$ cat src/logic/oss_pkg.sv
// package: register map, field positions and constants for the sync/polarity control block
package oss_pkg;
  localparam logic [11:0] OFF_CTRL      = 12'h0C0;
  localparam logic [11:0] OFF_IRQ_STAT  = 12'h0C4;
  localparam logic [11:0] OFF_IRQ_MASK  = 12'h0C8;
  localparam logic [11:0] OFF_STATUS    = 12'h0CC;
  localparam logic [11:0] OFF_RMW_SET   = 12'h0D0;
  localparam logic [11:0] OFF_RMW_CLR   = 12'h0D4;
  localparam logic [11:0] OFF_VERTICAL_START    = 12'h0D8;
  localparam logic [7:0]  CTRL_RESET    = 8'h00;
  localparam int          BIT_IV        = 7;
  localparam int          BIT_PV        = 6;
  localparam int          BIT_LV        = 5;
  localparam int          BIT_PH        = 4;
  localparam int          BIT_PC        = 3;
  localparam int          BIT_PO        = 2;
  localparam int          BIT_DH        = 1;
  localparam int          BIT_BFE       = 0;
  localparam int          IRQ_VSYNC     = 0;
  localparam int          IRQ_FIELD     = 1;
  localparam int          IRQ_W         = 2;
  localparam logic [2:0]  COLOUR_BLACK  = 3'h0;
  localparam int          VCNT_W        = 10;
endpackage

$ cat src/logic/oss_sync_ctrl.sv
// module: sync polarity, vsync flag, overlay output polarity and indicator control
`timescale 1ns/1ps
// Operation
// [RULE1] vsync flag sets on leading vsync edge per selected polarity
// [RULE2] flag clears automatically when the vsync interrupt is vectored
// [RULE3] software writing one or zero sets or clears the flag directly
// [RULE4] vsync polarity bit picks active high (0) or active low (1)
// [RULE5] colour forced black and overlay select inactive during active vsync
// [RULE6] edge-select bit picks leading or trailing vsync edge to clear line counter
// [RULE7] hsync polarity bit picks active high (0) or active low (1)
// [RULE8] overlay select active means show colour; polarity bit inverts it
// [RULE9] colour polarity bit inverts all three colour pins
// [RULE10] internal colour code zero is always black
// [RULE11] vertical doubling bit doubles character height only
// [RULE12] vertical start count runs in hsync periods, unaffected by doubling
// [RULE13] indicator enabled: low for foreground bits, high for background bits
// [RULE14] indicator disabled: output held high
// [RULE15] bit set/clear on other bits never changes the vsync flag
// [RULE16] held background colour not shown during active hsync
// [RULE17] control register resets to zero; sync inputs synchronised first
module oss_sync_ctrl
(
  input  wire logic        pclk,
  input  wire logic        presetn,
  input  wire logic        psel,
  input  wire logic        penable,
  input  wire logic        pwrite,
  input  wire logic [11:0] paddr,
  input  wire logic [31:0] pwdata,
  output logic      [31:0] prdata,
  output logic             pready,
  output logic             pslverr,
  input  wire logic        vsync_in,
  input  wire logic        hsync_in,
  input  wire logic        irq_vector_ack,
  input  wire logic        pix_valid,
  input  wire logic        pix_fg,
  input  wire logic [2:0]  pix_colour,
  input  wire logic        pix_show,
  input  wire logic        pix_shadow,
  output logic      [2:0]  colour_out,
  output logic             overlay_select_out,
  output logic             fg_bg_indicator_out,
  output logic             vertical_double,
  output logic             field_start,
  output logic             irq
);
  typedef enum logic [1:0]
  {
    OSS_IDLE   = 2'b00,
    OSS_ACCESS = 2'b01
  } oss_bus_t;

  logic [1:0]                     vs_sync_q, vs_sync_d;
  logic [1:0]                     hs_sync_q, hs_sync_d;
  logic                           vs_act_q, vs_act_d;
  logic                           hs_act_q, hs_act_d;
  logic [7:0]                     ctrl_q, ctrl_d;
  logic [oss_pkg::IRQ_W-1:0]      ists_q, ists_d;
  logic [oss_pkg::IRQ_W-1:0]      imask_q, imask_d;
  logic [oss_pkg::VCNT_W-1:0]     vcnt_q, vcnt_d;
  logic [2:0]                     col_q, col_d;
  logic                           ovl_q, ovl_d;
  logic                           fgbg_q, fgbg_d;
  logic                           dbl_q, dbl_d;
  logic                           fs_q, fs_d;
  logic                           irq_q, irq_d;
  logic [31:0]                    rd_q, rd_d;
  logic                           rdy_q, rdy_d;
  logic                           err_q, err_d;
  oss_bus_t                       st_q, st_d;

  logic vs_level;
  logic hs_level;
  logic vs_lead;
  logic vs_trail;
  logic hs_lead;
  logic field_ref;
  logic wr_en;
  logic mapped;

  // qualified levels from the second synchroniser stage
  always_comb
  begin
    vs_level = vs_sync_q[1] ^ ctrl_q[oss_pkg::BIT_PV];  // [RULE4]
    hs_level = hs_sync_q[1] ^ ctrl_q[oss_pkg::BIT_PH];  // [RULE7]
    vs_lead  = vs_level & ~vs_act_q;
    vs_trail = ~vs_level & vs_act_q;
    hs_lead  = hs_level & ~hs_act_q;
    field_ref = ctrl_q[oss_pkg::BIT_LV] ? vs_trail : vs_lead;  // [RULE6]
  end

  // synchronisers and active-level history
  always_comb
  begin
    vs_sync_d = {vs_sync_q[0], vsync_in};  // [RULE17]
    hs_sync_d = {hs_sync_q[0], hsync_in};  // [RULE17]
    vs_act_d  = vs_level;
    hs_act_d  = hs_level;
  end

  always_ff @(posedge pclk or negedge presetn)
  begin
    if (!presetn)
    begin
      vs_sync_q <= 2'h0;
      hs_sync_q <= 2'h0;
      vs_act_q  <= 1'b0;
      hs_act_q  <= 1'b0;
    end
    else
    begin
      vs_sync_q <= vs_sync_d;
      hs_sync_q <= hs_sync_d;
      vs_act_q  <= vs_act_d;
      hs_act_q  <= hs_act_d;
    end
  end

  // apb slave, single wait-state-free access phase
  always_comb
  begin
    wr_en  = psel & penable & pwrite & (st_q == OSS_ACCESS);
    mapped = (paddr == oss_pkg::OFF_CTRL) || (paddr == oss_pkg::OFF_IRQ_STAT) ||
             (paddr == oss_pkg::OFF_IRQ_MASK) || (paddr == oss_pkg::OFF_STATUS) ||
             (paddr == oss_pkg::OFF_RMW_SET) || (paddr == oss_pkg::OFF_RMW_CLR) ||
             (paddr == oss_pkg::OFF_VERTICAL_START);
    st_d  = st_q;
    rdy_d = 1'b0;
    err_d = 1'b0;
    rd_d  = rd_q;
    case (st_q)
      OSS_IDLE:
      begin
        if (psel && !penable)
        begin
          st_d  = OSS_ACCESS;
          rdy_d = 1'b1;
          err_d = ~mapped;
          rd_d  = 32'h0000_0000;
          if (!pwrite)
          begin
            case (paddr)
              oss_pkg::OFF_CTRL:     rd_d = {24'h00_0000, ctrl_q};
              oss_pkg::OFF_IRQ_STAT: rd_d = {30'h0000_0000, ists_q};
              oss_pkg::OFF_IRQ_MASK: rd_d = {30'h0000_0000, imask_q};
              oss_pkg::OFF_STATUS:   rd_d = {29'h0000_0000, hs_act_q, vs_act_q, irq_q};
              oss_pkg::OFF_VERTICAL_START:   rd_d = {22'h00_0000, vcnt_q};
              default:               rd_d = 32'h0000_0000;
            endcase
          end
        end
      end
      OSS_ACCESS:
      begin
        st_d = OSS_IDLE;
      end
      default:
      begin
        st_d = OSS_IDLE;
      end
    endcase
  end

  // control register, flag and interrupt status
  always_comb
  begin
    ctrl_d  = ctrl_q;
    ists_d  = ists_q;
    imask_d = imask_q;
    if (wr_en && !pslverr)
    begin
      case (paddr)
        oss_pkg::OFF_CTRL:     ctrl_d = pwdata[7:0];  // [RULE3]
        // bit set/clear ports touch only the named bits
        oss_pkg::OFF_RMW_SET:  ctrl_d = ctrl_q | pwdata[7:0];  // [RULE15]
        oss_pkg::OFF_RMW_CLR:  ctrl_d = ctrl_q & ~pwdata[7:0];  // [RULE15]
        oss_pkg::OFF_IRQ_STAT: ists_d = ists_q & ~pwdata[oss_pkg::IRQ_W-1:0];
        oss_pkg::OFF_IRQ_MASK: imask_d = pwdata[oss_pkg::IRQ_W-1:0];
        default:               ctrl_d = ctrl_q;
      endcase
    end
    if (irq_vector_ack)
    begin
      ctrl_d[oss_pkg::BIT_IV] = 1'b0;  // [RULE2]
    end
    // hardware set wins over any clear in the same cycle
    if (vs_lead)
    begin
      ctrl_d[oss_pkg::BIT_IV] = 1'b1;  // [RULE1]
      ists_d[oss_pkg::IRQ_VSYNC] = 1'b1;
    end
    if (field_ref)
    begin
      ists_d[oss_pkg::IRQ_FIELD] = 1'b1;
    end
    irq_d = |((ists_d | {{(oss_pkg::IRQ_W-1){1'b0}}, ctrl_d[oss_pkg::BIT_IV]}) & imask_d);
  end

  // vertical start counter in hsync periods
  always_comb
  begin
    vcnt_d = vcnt_q;
    fs_d   = field_ref;
    if (field_ref)
    begin
      vcnt_d = '0;  // [RULE6]
    end
    else if (hs_lead && (vcnt_q != {oss_pkg::VCNT_W{1'b1}}))
    begin
      vcnt_d = vcnt_q + 1'b1;  // [RULE12]
    end
  end

  // video output path
  always_comb
  begin
    logic [2:0] c;
    logic       show;
    c    = oss_pkg::COLOUR_BLACK;
    show = 1'b0;
    if (pix_valid)
    begin
      c    = pix_shadow ? oss_pkg::COLOUR_BLACK : pix_colour;  // [RULE10]
      show = pix_fg | pix_show | pix_shadow;
    end
    if (hs_act_q && !(pix_valid && (pix_fg || pix_shadow)))
    begin
      c    = oss_pkg::COLOUR_BLACK;  // [RULE16]
    end
    if (vs_act_q)
    begin
      c    = oss_pkg::COLOUR_BLACK;  // [RULE5]
      show = 1'b0;  // [RULE5]
    end
    col_d  = ctrl_q[oss_pkg::BIT_PO] ? ~c : c;  // [RULE9]
    ovl_d  = show ^ ctrl_q[oss_pkg::BIT_PC];  // [RULE8]
    if (ctrl_q[oss_pkg::BIT_BFE] && pix_valid)
    begin
      fgbg_d = ~pix_fg;  // [RULE13]
    end
    else
    begin
      fgbg_d = 1'b1;  // [RULE14]
    end
    dbl_d  = ctrl_q[oss_pkg::BIT_DH];  // [RULE11]
  end

  always_ff @(posedge pclk or negedge presetn)
  begin
    if (!presetn)
    begin
      st_q    <= OSS_IDLE;
      rd_q    <= 32'h0000_0000;
      rdy_q   <= 1'b0;
      err_q   <= 1'b0;
      ctrl_q  <= oss_pkg::CTRL_RESET;  // [RULE17]
      ists_q  <= '0;
      imask_q <= '0;
      irq_q   <= 1'b0;
      vcnt_q  <= '0;
      fs_q    <= 1'b0;
      col_q   <= oss_pkg::COLOUR_BLACK;
      ovl_q   <= 1'b0;
      fgbg_q  <= 1'b1;
      dbl_q   <= 1'b0;
    end
    else
    begin
      st_q    <= st_d;
      rd_q    <= rd_d;
      rdy_q   <= rdy_d;
      err_q   <= err_d;
      ctrl_q  <= ctrl_d;
      ists_q  <= ists_d;
      imask_q <= imask_d;
      irq_q   <= irq_d;
      vcnt_q  <= vcnt_d;
      fs_q    <= fs_d;
      col_q   <= col_d;
      ovl_q   <= ovl_d;
      fgbg_q  <= fgbg_d;
      dbl_q   <= dbl_d;
    end
  end

  assign prdata              = rd_q;
  assign pready              = rdy_q;
  assign pslverr             = err_q;
  assign colour_out          = col_q;
  assign overlay_select_out  = ovl_q;
  assign fg_bg_indicator_out = fgbg_q;
  assign vertical_double     = dbl_q;
  assign field_start         = fs_q;
  assign irq                 = irq_q;

endmodule // oss_sync_ctrl

$ cat config.mk
export PLATFORM = sky130hd
export DESIGN_NAME = oss_sync_ctrl
export DESIGN_NICKNAME = d
export VERILOG_FILES = /design/src/logic/oss_pkg.sv /design/src/logic/oss_sync_ctrl.sv
export SDC_FILE = /design/constraint.sdc
export NUM_CORES = 1
export LEC_CHECK = 0
export ABC_CLOCK_PERIOD_IN_PS = 1800
export BUFFER_PORTS_ARGS = -buffer_cell sky130_fd_sc_hd__buf_2
export CORE_MARGIN = 4
export CORE_UTILIZATION = 43
export DETAILED_ROUTE_END_ITERATION = 6
export PLACE_DENSITY = 0.83
export REMOVE_ABC_BUFFERS = 1
export SLEW_MARGIN = 20
export SYNTH_ARGS = -nofsm -noshare
export SYNTH_HDL_FRONTEND = slang
export SYNTH_SLANG_ARGS = --single-unit
$ cat constraint.sdc
create_clock -name pclk -period 1.8 [get_ports pclk]
set_clock_uncertainty 0.05 [all_clocks]
set_input_delay 0.36 -clock pclk [delete_from_list [all_inputs] [get_ports pclk]]
set_output_delay 0.36 -clock pclk [all_outputs]
set_load 0.02 [all_outputs]
; ---- Word-level counts from Yosys, hierarchy flattened
; Index checks and enable logic that the tools add are counted.
[word_totals]
ff_bits = 72
latch_bits = 0
ram_bits = 0
romBits = 0
input_bits = 59
output_inout_bits = 42
elab_cells = 105
n_memories = 0
[classes]
add_sub_neg = 1
n_mul = 0
div = 0
n_lt_le_gt_ge = 0
eq_ne = 10
n_shift = 0
mux = 29
bitwise = 24
reduce_logical = 22
[ops]
columns = cell, count
row1 = 12-bit by 8-bit == test with 1-bit output (second input constant), 7
row2 = 10-bit case mux with 5 select lines, 1
row3 = 10-bit 2-to-1 mux, 3
row4 = 8-bit case mux with 3 select lines, 1
row5 = 3-bit 2-to-1 mux, 5
row6 = 1-bit 2-to-1 mux, 12
row7 = 2-bit 2-to-1 mux, 6
row8 = 10-bit by 1-bit adder with 10-bit output (second input constant), 1
row9 = 10-bit inequality test (second input constant), 1
row10 = 8-bit AND, 1
row11 = 8-bit 2-to-1 mux, 1
row12 = 8-bit NOT, 1
row13 = 8-bit OR, 1
row14 = 1-bit logical OR, 7
row15 = 1-bit AND, 6
row16 = 1-bit logical AND, 6
row17 = 1-bit NOT, 5
row18 = 2-bit AND, 2
row19 = 2-bit AND reduction, 2
row20 = 1-bit zero test, 3
row21 = 3-bit NOT, 1
row22 = 3-bit nonzero test, 1
row23 = 1-bit bitwise XOR, 3
row24 = 2-bit by 1-bit == test with 1-bit output (second input constant), 1
row25 = other kinds (7), 8

; ---- Longest topological paths before layout
; Gate-level depths: netlist of the first run.
[depth]
depth_word = 10
depth_mapped = 7
ltp_nobuf = 6

; ---- Worst setup path before layout of the first run
; OpenSTA, ideal clock, no wires.
[synth_timing]
path_type = input to register
startpoint = input paddr[9]
endpoint = register irq_q, in the netlist irq
setup_time_ps = 123
t_arrival_ps = 2108
required_time_ps = 1627
setup_slack_ps = -481
cell_stages = 6
n_path_buf = 1
path_cell_list = or4_4 or4_4 buf_6 nor2_2 mux2_2 o2bb2ai_1
[synth_via]
elab_cells_between_ends = 18
classes_between = eq/ne (5) / mux (10) / bitwise (2) / reduce/logical (1)
[synth_lines]
columns = item, line_no
row1 = "start, declared", oss_sync_ctrl.sv:28  ; input wire logic [11:0] paddr,
row2 = 12-bit by 8-bit == test with 1-bit output, oss_sync_ctrl.sv:173  ; case (paddr)
row3 = 2-bit 2-to-1 mux, oss_sync_ctrl.sv:173
row4 = 2-bit 2-to-1 mux, oss_sync_ctrl.sv:171  ; if (wr_en && !pslverr)
row5 = "via imask_d, one bit", oss_sync_ctrl.sv:60  ; logic [oss_pkg::IRQ_W-1:0] imask_q, imask_d;
row6 = 2-bit AND, oss_sync_ctrl.sv:197  ; irq_d = |((ists_d | {{(oss_pkg::IRQ_W-1){1'b0}}, ctrl_d[oss_pkg::BIT_IV]}) & imask_d);
row7 = 2-bit OR reduction, oss_sync_ctrl.sv:197
row8 = via irq_d, oss_sync_ctrl.sv:67  ; logic irq_q, irq_d;
row9 = "end signal, assigned", oss_sync_ctrl.sv:277  ; irq_q <= irq_d;
row10 = "end, declared", oss_sync_ctrl.sv:67
; The timed path passes the listed nets, and every way through them passes these cells.
; A chain may end at the register's enable or synchronous reset.

; ---- Final worst setup path of the first run
; Same ends and word-level chain as after synthesis.

==> out/qor.yml, run 1 <==
status: "complete, but fails checks"
violations: "negative setup slack"
rrSetupSlack_ns: -0.05
use_met3_pct: 4.54
grt_pass1_vias: 1965
hold_ws_ns: 0.111
nets: 379
drive_gt1_share_pct: 34.7
fin_setup_tns_ns: -3.59
critPathLaunchType: "primary input"
critPathCapture: "irq"
worstSetupPathType: "in2reg"
cts_max_level: 2
power.density_nw_per_um2: 669
p_int_mw: 1.51
synthCells: 239
cp.arrival_ns: 2.17
clk_pin_slew_ns: 0.09
wirelength_mm: 5.71
r2r_cells: 5
syn-cell-area_um2: 2450
cp_num_cells: 6
yosys_warnings: 0
rr_startpoint: "st_q[0]"
drv_slew: 0
path_common_cell: "or4_4"
critPathMaxFanout: 6
peakVddDrop_uv: 290
synth_seq_area_share_pct: 50.1
final_cell_mix: "buf_2, dfrtp_1, buf_4"
grt_pass1_wl_mm: 9.49
routabilityCongestion: 0.925
cp_data_required_time_ns: 1.94
power_frac_clock_pct: 30.3
utilization_pct: 55.6
grt_max_degree: 33
antenna_found_initial: 0
drv_cap: 0
switchingPower_mw: 0.538
cts_buffer_depth: 2
start_util_pct: 44.5
rsz0062_at_grt: "true"
cts_tree: "built"
crit_buf_inv: 1
detail-route-antenna-nets: 0
root_buffer: "clkbuf_8"
drc: 0
core-area_um2: 5510
numPortBuffers: 54
dp.cells: 380
synth_area_per_cell_um2: 10.3
ys_types: 48
grt-ovfl-total: 0
use_met2_pct: 27.6
die_w_um: 83.5
slowest_delay_ns: 0.56
min_path_type: "in2reg"
io-pin-count: 101
reg2reg_to: "irq"
drt-wirelength-per-cell_um: 14.6
dpl.hpwl_mm: 4.49
pwr-share-seq_pct: 56.1
worstMarginPinSlew_ns: 0.528
cts_buffers: 5
p_leak_nw: 1.51
synth_seq_cells: 49
crit_family: "simple AND/OR/NAND/NOR gates"
post-route-period-util_pct: 113
dieArea_um2: 6980
die_y_um: 83.5
synth_edf_count: 0
vias: 2012
hold_violations: 0
power_frac_comb_pct: 13.6
drt_first_iter_violations: 115
synth_flop_cell: "dfrtp_1"
clk_latency_ns: 0.30
diodes: 0
cpMaxStageDelayCell: "or4_4"
endpoint_kind: "register"
swShare_pct: 26.3
ys_async_sr_fraction_pct: 100
vias_per_cell: 5.13
final_common_cell: "buf_2"
drtPass1Iterations: 4
busiest_layer: "met2"
maxSlewHeadroom_pct: 64.3
fillCellCount: 507
grt_usage_pct: 16.8
placementRows: 27
finalNonFillerCells: 392
clock.fmax_mhz: 493
startpoint: "paddr[9]"
min_period_ns: 2.03
clock-sinks: 49
use_met1_pct: 21.6
crit_chain: "buf_6 > or4_4 > or4_4 > nor2_2 > mux2_2 > o2bb2ai_1"
area.growth.synth_to_final_pct: 24.7
layout_setup_ws_ns: -0.229
setup_viol: 22
==> cell families (layout without fill, tap and decap cells) <==
family / after synthesis / after routing / share of synthesized area, %
mux: 5 / 5 / 3.11
compound gates: 44 / 44 / 11.8
fa+ha+maj: 1 / 1 / 0.510
buf+inv: 37 / 97 / 9.34
other cells: 1 / 22 / 0.153
xor+xnor: 13 / 13 / 4.64
flops: 49 / 49 / 50.1
simple gates: 89 / 89 / 20.4
==> cell type report <==
type                    count  area (µm²)  area share, %
flip-flops and latches     49        1230           40.1
multi-input cells         174        1130           36.9
repair buffers             83         509           16.6
well taps                  72        90.1           2.94
clock buffers               7        76.3           2.49
inverters                   6        22.5          0.736
clock inverters             1        5.00          0.164
==> synthesized netlist by cell type (all sizes together), types with 2 or more instances <==
cell type | instances | area share [%]
a21oi | 4 | 0.82
a22o | 7 | 2.5
a22oi | 5 | 1.5
a31oi | 3 | 0.77
and3 | 5 | 1.3
buf | 23 | 7.2
clkbuf | 8 | 1.2
dfrtp | 48 | 49
inv | 6 | 0.92
mux2i | 2 | 0.82
mux4 | 2 | 1.8
nand2 | 26 | 4.0
nand3 | 10 | 2.0
nand3b | 2 | 0.61
nand4 | 6 | 1.5
nor2 | 11 | 1.8
nor2b | 7 | 1.8
nor3 | 6 | 2.3
nor4 | 2 | 0.51
o21ai | 18 | 3.7
or2 | 2 | 0.51
or3 | 3 | 0.77
or4 | 3 | 1.2
xnor2 | 5 | 1.8
xor2 | 8 | 2.9
==> flip-flops by register name, indices dropped and copies added, names as in the netlist <==
name / cells
ctrl_q: 8
pready: 1
imask_q: 2
fg_bg_indicator_out: 1
irq: 1
prdata: 10
st_q: 1
vcnt_q: 10
hs_sync_q: 2
field_start: 1
overlay_select_out: 1
vs_sync_q: 2
ists_q: 2
pslverr: 1
vs_act_q: 1
colour_out: 3
vertical_double: 1
hs_act_q: 1
==> routing by layer <==
layer	vias to the layer above	wire length, µm
met2	79	2770
met5	-	0
met4	0	72
met1	963	2420
met3	10	451
li1	960	-
==> timing repair <==
item,4_1_cts,5_1_grt
hold buffers,1,0
buffers inserted,1,2
pin swaps,5,5
hold endpoints to repair,16,0
setup endpoints to repair,21,23
gates resized for setup,14,9
==> per-stage QoR <==
stage	setup WS, ns	total power, mW	instance area (µm²)
5_1_grt	-0.270	2.15	3060
2_1_floorplan	-0.435	1.29	2320
4_1_cts	-0.224	2.05	3010
3_5_place_dp	-0.568	1.43	2890
3_3_place_gp	-0.532	1.43	2890
6_report	-0.229	2.05	3060
==> power groups by stage <==
stage | Combinational [mW] | Clock (mW) | Sequential [mW]
after floorplan | 0.113 | 0 | 1.18
after global placement | 0.257 | 0 | 1.17
after detailed placement | 0.262 | 0 | 1.17
after CTS | 0.267 | 0.635 | 1.15
after global routing | 0.306 | 0.687 | 1.15
final | 0.277 | 0.620 | 1.15
==> how the worst min path moves through the flow <==
stage	startpoint	end	slack, ns	cells after the start
after global placement	presetn	field_start	0.26	1
after floorplan	presetn	colour_out[0]	0.01	0
after detailed placement	presetn	field_start	0.26	1
after CTS	vsync_in	vs_sync_q[0]	0.10	1
after global routing	hsync_in	hs_sync_q[0]	0.09	1
final	vsync_in	vs_sync_q[0]	0.11	1
Power figures use the tool's default switching activity.
==> run 2: changes to the inputs <==
--- a/config.mk
+++ b/config.mk
@@ -5,10 +5,11 @@
 export SDC_FILE = /design/constraint.sdc
 export NUM_CORES = 1
 export LEC_CHECK = 0
+export ABC_AREA = 1
 export ABC_CLOCK_PERIOD_IN_PS = 1800
 export BUFFER_PORTS_ARGS = -buffer_cell sky130_fd_sc_hd__buf_2
 export CORE_MARGIN = 4
-export CORE_UTILIZATION = 43
+export CORE_UTILIZATION = 44
 export DETAILED_ROUTE_END_ITERATION = 6
 export PLACE_DENSITY = 0.83
 export REMOVE_ABC_BUFFERS = 1
==> run 2 against run 1 <==
The flow now finishes without violations. Fmax rose by 22%. Area after synthesis grew 7.4%. Cell area up 0.37%. Synthesized cell count is 34% higher. Critical path type is now reg2reg.
==> out/qor.yml, run 2 <==
status: "complete, no violations"
placementRows: 27  # unchanged
final_common_cell: "nand2_1"
cts_setup_buffers: 0  # -1
fillCellCount: 527  # +3.9%
critPathMaxFanout: 4  # -2
peakVddDrop_uv: 526  # +81%
swShare_pct: 26.2  # -0.098 points
yosys.area.top_type: "dfrtp_1"
numPortBuffers: 54  # unchanged
synth_commonest_cells: "nand2_1, dfrtp_1, inv_1"
power_frac_clock_pct: 30.9  # +0.6 points
drv_slew: 0  # unchanged
cp_data_required_time_ns: 1.93  # about the same
dpl.hpwl_mm: 4.74  # +5.6%
grt_pass1_vias: 2128  # +8.3%
hold_violations: 0  # unchanged
cts_buffer_depth: 2  # unchanged
die_y_um: 85.4  # +2.2%
grt_max_degree: 50  # +52%
drt-wirelength-per-cell_um: 13.0  # -11%
start_util_pct: 46.7  # +2.2 points
worstSetupPathType: "reg2reg"
syn-cell-area_um2: 2640  # +7.4%
antenna_found_initial: 0  # unchanged
core-area_um2: 5640  # +2.5%
setup_viol: 0  # -100%
yosys_warnings: 0  # unchanged
placed_area_um2: 2980  # +3.3%
ys_async_sr_fraction_pct: 100  # unchanged
ys_types: 37  # -23%
min_period_ns: 1.66  # -0.370 ns
routabilityCongestion: 0.884  # -4.3%
pwr-share-seq_pct: 57.2  # +1.1 points
wirelength_mm: 6.00  # +5.0%
cp.arrival_ns: 1.79  # -0.38 ns
total_power_mw: 1.99  # -2.6%
io-pin-count: 101  # unchanged
fin_setup_tns_ns: 0  # +3.59 ns
diodes: 0  # unchanged
nets: 448  # +18%
clock.fmax_mhz: 603  # +22%
cts_max_level: 2  # unchanged
clk_pin_slew_ns: 0.08  # about the same
final_cell_area_um2: 3070  # +0.37%
drive_gt1_share_pct: 22.6  # -12 points
switchingPower_mw: 0.522  # -3.0%
p_int_mw: 1.47  # -2.5%
synth_seq_area_share_pct: 46.6  # -3.5 points
post-route-period-util_pct: 92.2  # -21 points
die_w_um: 85.4  # +2.2%
utilization_pct: 54.4  # -1.1 points
p_leak_nw: 1.61  # +6.6%
root_buffer: "clkbuf_8"
drt_first_iter_violations: 115  # unchanged
synth_seq_cells: 49  # unchanged
cts_buffers: 5  # unchanged
hold_ws_ns: 0.117  # +0.00535 ns
synthCells: 320  # +34%
grt-ovfl-total: 0  # unchanged
min_path_type: "in2reg"
grt_usage_pct: 16.7  # -0.11 points
critPathLaunchType: "register"
clk_latency_ns: 0.30  # about the same
synth_edf_count: 0  # unchanged
vias_per_cell: 4.89  # -4.7%
vias: 2254  # +12%
power.density_nw_per_um2: 649  # -3.0%
synth_top_area_share_pct: 45.6  # -3.4 points
synth_flop_cell: "dfrtp_1"
clock-sinks: 49  # unchanged
synth_area_per_cell_um2: 8.23  # -20%
dieArea_um2: 7290  # +4.5%
final_cell_mix: "nand2_1, buf_2, dfrtp_1"
power_frac_comb_pct: 11.9  # -1.7 points
drv_cap: 0  # unchanged
rsz0062_at_grt: "false"
synthTopCellsByArea: "dfrtp_1, nand2_1, buf_4, nand3_1, inv_1"
drtPass1Iterations: 4  # unchanged
area.growth.synth_to_final_pct: 16.5
cts_tree: "built"
drc: 0  # unchanged
yosysMostFrequentCell: "nand2_1"
grt_pass1_wl_mm: 9.81  # +3.3%
endpoint_kind: "register"
detail-route-antenna-nets: 0  # unchanged
run 2: cell count changes in the layout (fill, tap and decap cells not counted), sizes merged, moves of 6 or more:
cell / previous run / this run
buf: 82 / 63
nand3: 10 / 33
nand2: 26 / 66
nor2: 11 / 33
o22ai: 0 / 6
inv: 6 / 44
a22o: 7 / 0
o21ai: 18 / 31
nor2b: 7 / 0
run 2: area by class of cell:
cell class                 instances  area [µm²]  area share, %
inverter                          44         168           5.46
multi-input combinational        224        1140           37.3
sequential                        49        1230           40.0
tap                               72        90.1           2.93
clock buffer                       8        80.1           2.61
timing repair buffer              64         360           11.7
run 2: critical path: stages, from the launching register on:
cell     delay, ns
dfrtp_1       0.41
ha_1          0.24
nand2_1       0.10
inv_1         0.05
nand2_2       0.09
nor3_4        0.05
nand3_2       0.08
nand3_4       0.10
nor2_1        0.14
xor2_1        0.16
nor2_1        0.06
run 2: power groups by stage:
| stage | Sequential, mW | Combinational [mW] | Clock [mW] |
|---|---|---|---|
| after floorplan | 1.17 | 0.123 | 0 |
| after CTS | 1.14 | 0.237 | 0.635 |
| after global placement | 1.16 | 0.228 | 0 |
| after global routing | 1.14 | 0.264 | 0.674 |
| after detailed placement | 1.16 | 0.235 | 0 |
| final | 1.14 | 0.237 | 0.615 |
run 2: per-stage QoR:
stage               worst slack, ns  cells
finish                        0.141    461
global route                 0.0230    461
CTS                           0.146    461
detailed placement          -0.0410    452
global placement            -0.0180    452
floorplan                     0.315    317
run 2: path summary, 6_finish.rpt:
kind | from | end | slack (ns) | depth (start not counted)
worst min register to register | vs_sync_q[0] | vs_sync_q[1] | 0.30 | 0
min in group asynchronous | presetn | colour_out[1] | 0.51 | 3
max in group asynchronous | presetn | fg_bg_indicator_out | 0.91 | 3
worst max-delay path | vcnt_q[0] | vcnt_q[6] | 0.14 | 10
worst max register to register | vcnt_q[0] | vcnt_q[6] | 0.14 | 10
worst min-delay path | hsync_in | hs_sync_q[0] | 0.12 | 1
run 2: metal layers:
layer / vias to the layer above / GRT usage, % / wire [µm] / share of wire (%)
met1: 1050 / 21.6 / 2480 / 41
met2: 74 / 28.1 / 3050 / 51
met5: - / 0 / 0 / 0
li1: 1122 / - / - / -
met4: 0 / 4.75 / 78 / 1.3
met3: 8 / 3.50 / 390 / 6.5
run 2: timing repair:
action	4_1_cts	5_1_grt
endpoints found under the hold margin	48	0
resized for setup	0	0
hold buffers	1	0
run 2: kinds of logic after synthesis:
group	share of synthesized area, %
adders and majority gates	0.475
xor gates and xnor gates	4.27
and+or+nand+nor	25.5
other	0.142
buffers and inverters	13.0
DFF	46.6
AOI/OAI and AO/OA	10.0
==> run 3: changes to the inputs <==
--- a/config.mk
+++ b/config.mk
@@ -6,10 +6,11 @@
 export NUM_CORES = 1
 export LEC_CHECK = 0
 export ABC_AREA = 1
-export ABC_CLOCK_PERIOD_IN_PS = 1800
+export ABC_CLOCK_PERIOD_IN_PS = 1450
 export BUFFER_PORTS_ARGS = -buffer_cell sky130_fd_sc_hd__buf_2
 export CORE_MARGIN = 4
 export CORE_UTILIZATION = 44
+export CTS_CLUSTER_DIAMETER = 100
 export DETAILED_ROUTE_END_ITERATION = 6
 export PLACE_DENSITY = 0.83
 export REMOVE_ABC_BUFFERS = 1
==> constraint.sdc (replaced) <==
create_clock -name pclk -period 1.45 [get_ports pclk]
set_clock_uncertainty 0.05 [all_clocks]
set_input_delay 0.0725 -clock pclk [delete_from_list [all_inputs] [get_ports pclk]]
set_output_delay 0.0725 -clock pclk [all_outputs]
set_load 0.02 [all_outputs]
==> run 3 against run 2 <==
The flow now finishes with violations (negative hold slack, negative setup slack). Worst setup slack lost 0.24 ns. Clock power rose by 36%. Core utilization is 7.7 points higher. Register-to-register slack got worse by 0.24 ns. Cell area increased by 14%. Highest routed layer unchanged.
==> out/qor.yml, run 3 (synthesis results as in run 2) <==
cts_buffers: 5  # unchanged
min_path_cells: 3  # +2
p_int_mw: 1.94  # +32%
placementRows: 27  # unchanged
pwr-share-seq_pct: 53.4  # -3.8 points
dp_slack_ns: -0.0706  # -0.0296 ns
utilization_pct: 62.2  # +7.7 points
core-area_um2: 5640  # unchanged
rrSetupSlack_ns: -0.10  # -0.24 ns
start_util_pct: 46.7  # unchanged
worstSetupPathType: "reg2reg"
cts_tree: "built"
die_w_um: 85.4  # unchanged
drtPass1Iterations: 4  # unchanged
slowest_delay_ns: 0.37  # -0.04 ns
drc: 0  # unchanged
register_area_um2: 1230  # unchanged
cts_max_level: 2  # unchanged
cpMaxStageDelayCell: "dfrtp_1"
vias: 2481  # +10%
p_leak_nw: 1.85  # +15%
switchingPower_mw: 0.701  # +34%
drive_gt1_share_pct: 31.2  # +8.5 points
multi_input_area_um2: 1230  # +7.1%
peakVddDrop_uv: 609  # +16%
grt_max_degree: 50  # unchanged
grt_pass1_vias: 2407  # +13%
wirelength_mm: 6.66  # +11%
root_buffer: "clkbuf_8"
vias_per_cell: 4.94  # +1.1%
final_cell_mix: "nand2_1, buf_2, dfrtp_1"
drv_slew: 0  # unchanged
clock-sinks: 49  # unchanged
endpoint_kind: "register"
total_power_mw: 2.64  # +33%
reg2reg_to: "vcnt_q[8]"
drv_cap: 0  # unchanged
rsz0062_at_grt: "true"
min_period_ns: 1.55  # -0.106 ns
rr_startpoint: "vcnt_q[0]"
critPathMaxFanout: 10  # +6
routabilityCongestion: 0.870  # -1.6%
clk_latency_ns: 0.30  # about the same
grt_pass1_wl_mm: 10.7  # +8.9%
clk_pin_slew_ns: 0.09  # about the same
power.density_nw_per_um2: 753  # +16%
fin_setup_tns_ns: -0.751  # -0.751 ns
fillCellCount: 477  # -9.5%
final_common_cell: "nand2_1"
dieArea_um2: 7290  # unchanged
r2r_cells: 10  # unchanged
detail-route-antenna-nets: 0  # unchanged
dpl.hpwl_mm: 4.89  # +3.1%
cp_data_required_time_ns: 1.59  # -0.34 ns
drt-wirelength-per-cell_um: 13.3  # +1.9%
swShare_pct: 26.5  # +0.35 points
diodes: 0  # unchanged
violations: "negative hold slack, negative setup slack"
cp.arrival_ns: 1.70  # -0.09 ns
hold_ws_ns: -0.000362  # -0.117 ns
critPathLaunchType: "register"
hold_path.startpoint: "pix_colour[0]"
cts_buffer_depth: 2  # unchanged
clock.fmax_mhz: 644  # +6.8%
io-pin-count: 101  # unchanged
layout_setup_ws_ns: -0.104  # -0.244 ns
numPortBuffers: 54  # unchanged
post-route-period-util_pct: 107  # +15 points
grt-ovfl-total: 0  # unchanged
hold_violations: 1  # +1
drt_first_iter_violations: 167  # +45%
setup_viol: 10  # +10
status: "complete, but fails checks"
die_y_um: 85.4  # unchanged
power_frac_clock_pct: 31.6  # +0.7 points
crit_chain: "ha_2 > nand2_2 > inv_2 > nand2_4 > nor3_4 > nand3_2 > nand3_4 > nand2_8 > nand2_1 > o21ai_1"
area.growth.synth_to_final_pct: 33.1
nets: 489  # +9.2%
power_frac_comb_pct: 15.0  # +3.1 points
antenna_found_initial: 0  # unchanged
min_to: "colour_out[0]"
grt_usage_pct: 18.2  # +1.6 points
min_path_type: "in2reg"
-- run 3: changes by cell type in the layout (fill, tap and decap cells not counted), moves of 3 or more --
cell	previous run	this run
buf_4	8	36
dlygate4sd3_1	1	14
inv_1	41	38
nand2_1	62	58
o21ai_0	22	19
-- run 3: final cells by class --
type	count	area share (%)
clock buffer	8	2.57
inverter	44	4.92
multi-input combinational	224	35.0
sequential	49	35.0
tap	72	2.57
timing repair buffer	105	20.0
-- run 3: timing repair --
item,4_1_cts,5_1_grt
setup endpoints to repair,13,28
gates resized for setup,10,17
hold buffers,14,0
pin swaps,2,8
endpoints found under the hold margin,61,0
setup buffers,2,4
cloned,0,0
-- run 3: power by group through the flow --
stage,Combinational (mW),Sequential (mW),Clock [mW]
CTS,0.371,1.41,0.847
detailed placement,0.332,1.44,0
global route,0.439,1.42,0.888
floorplan,0.152,1.45,0
finish,0.396,1.41,0.834
global placement,0.324,1.44,0
-- run 3: worst max path at each step --
| stage | from | endpoint | cells after the start |
|---|---|---|---|
| floorplan | vcnt_q[0] | vcnt_q[6] | 10 |
| global placement | vcnt_q[0] | vcnt_q[6] | 10 |
| detailed placement | vcnt_q[0] | vcnt_q[6] | 10 |
| CTS | vcnt_q[0] | vcnt_q[5] | 11 |
| global route | vcnt_q[0] | vcnt_q[8] | 10 |
| finish | vcnt_q[0] | vcnt_q[8] | 10 |
-- run 3: layer usage --
| metal | track usage, % | share of wire [%] | vias up |
|---|---|---|---|
| li1 | - | - | 1202 |
| met1 | 22.8 | 40 | 1166 |
| met2 | 30.5 | 50 | 92 |
| met3 | 3.79 | 6.3 | 21 |
| met4 | 7.77 | 2.9 | 0 |
| met5 | 0 | 0 | - |
-- run 3: critical path, delay by kind of cell (launching register included) --
kind,cells,cell delay (ns)
compound gates,1,0.06
fa+ha+maj,1,0.20
buf+inv,1,0.07
flops,1,0.37
simple gates,7,0.69
-- run 3: per-stage QoR --
stage                     std cells  hold slack (ns)  instance area, µm²
after CTS                       498         0.000798                3410
after detailed placement        474           0.0313                3150
after floorplan                 317           -0.273                2540
after global routing            502           0.0158                3510
after global placement          474           0.0253                3150
final                           502        -0.000362                3510
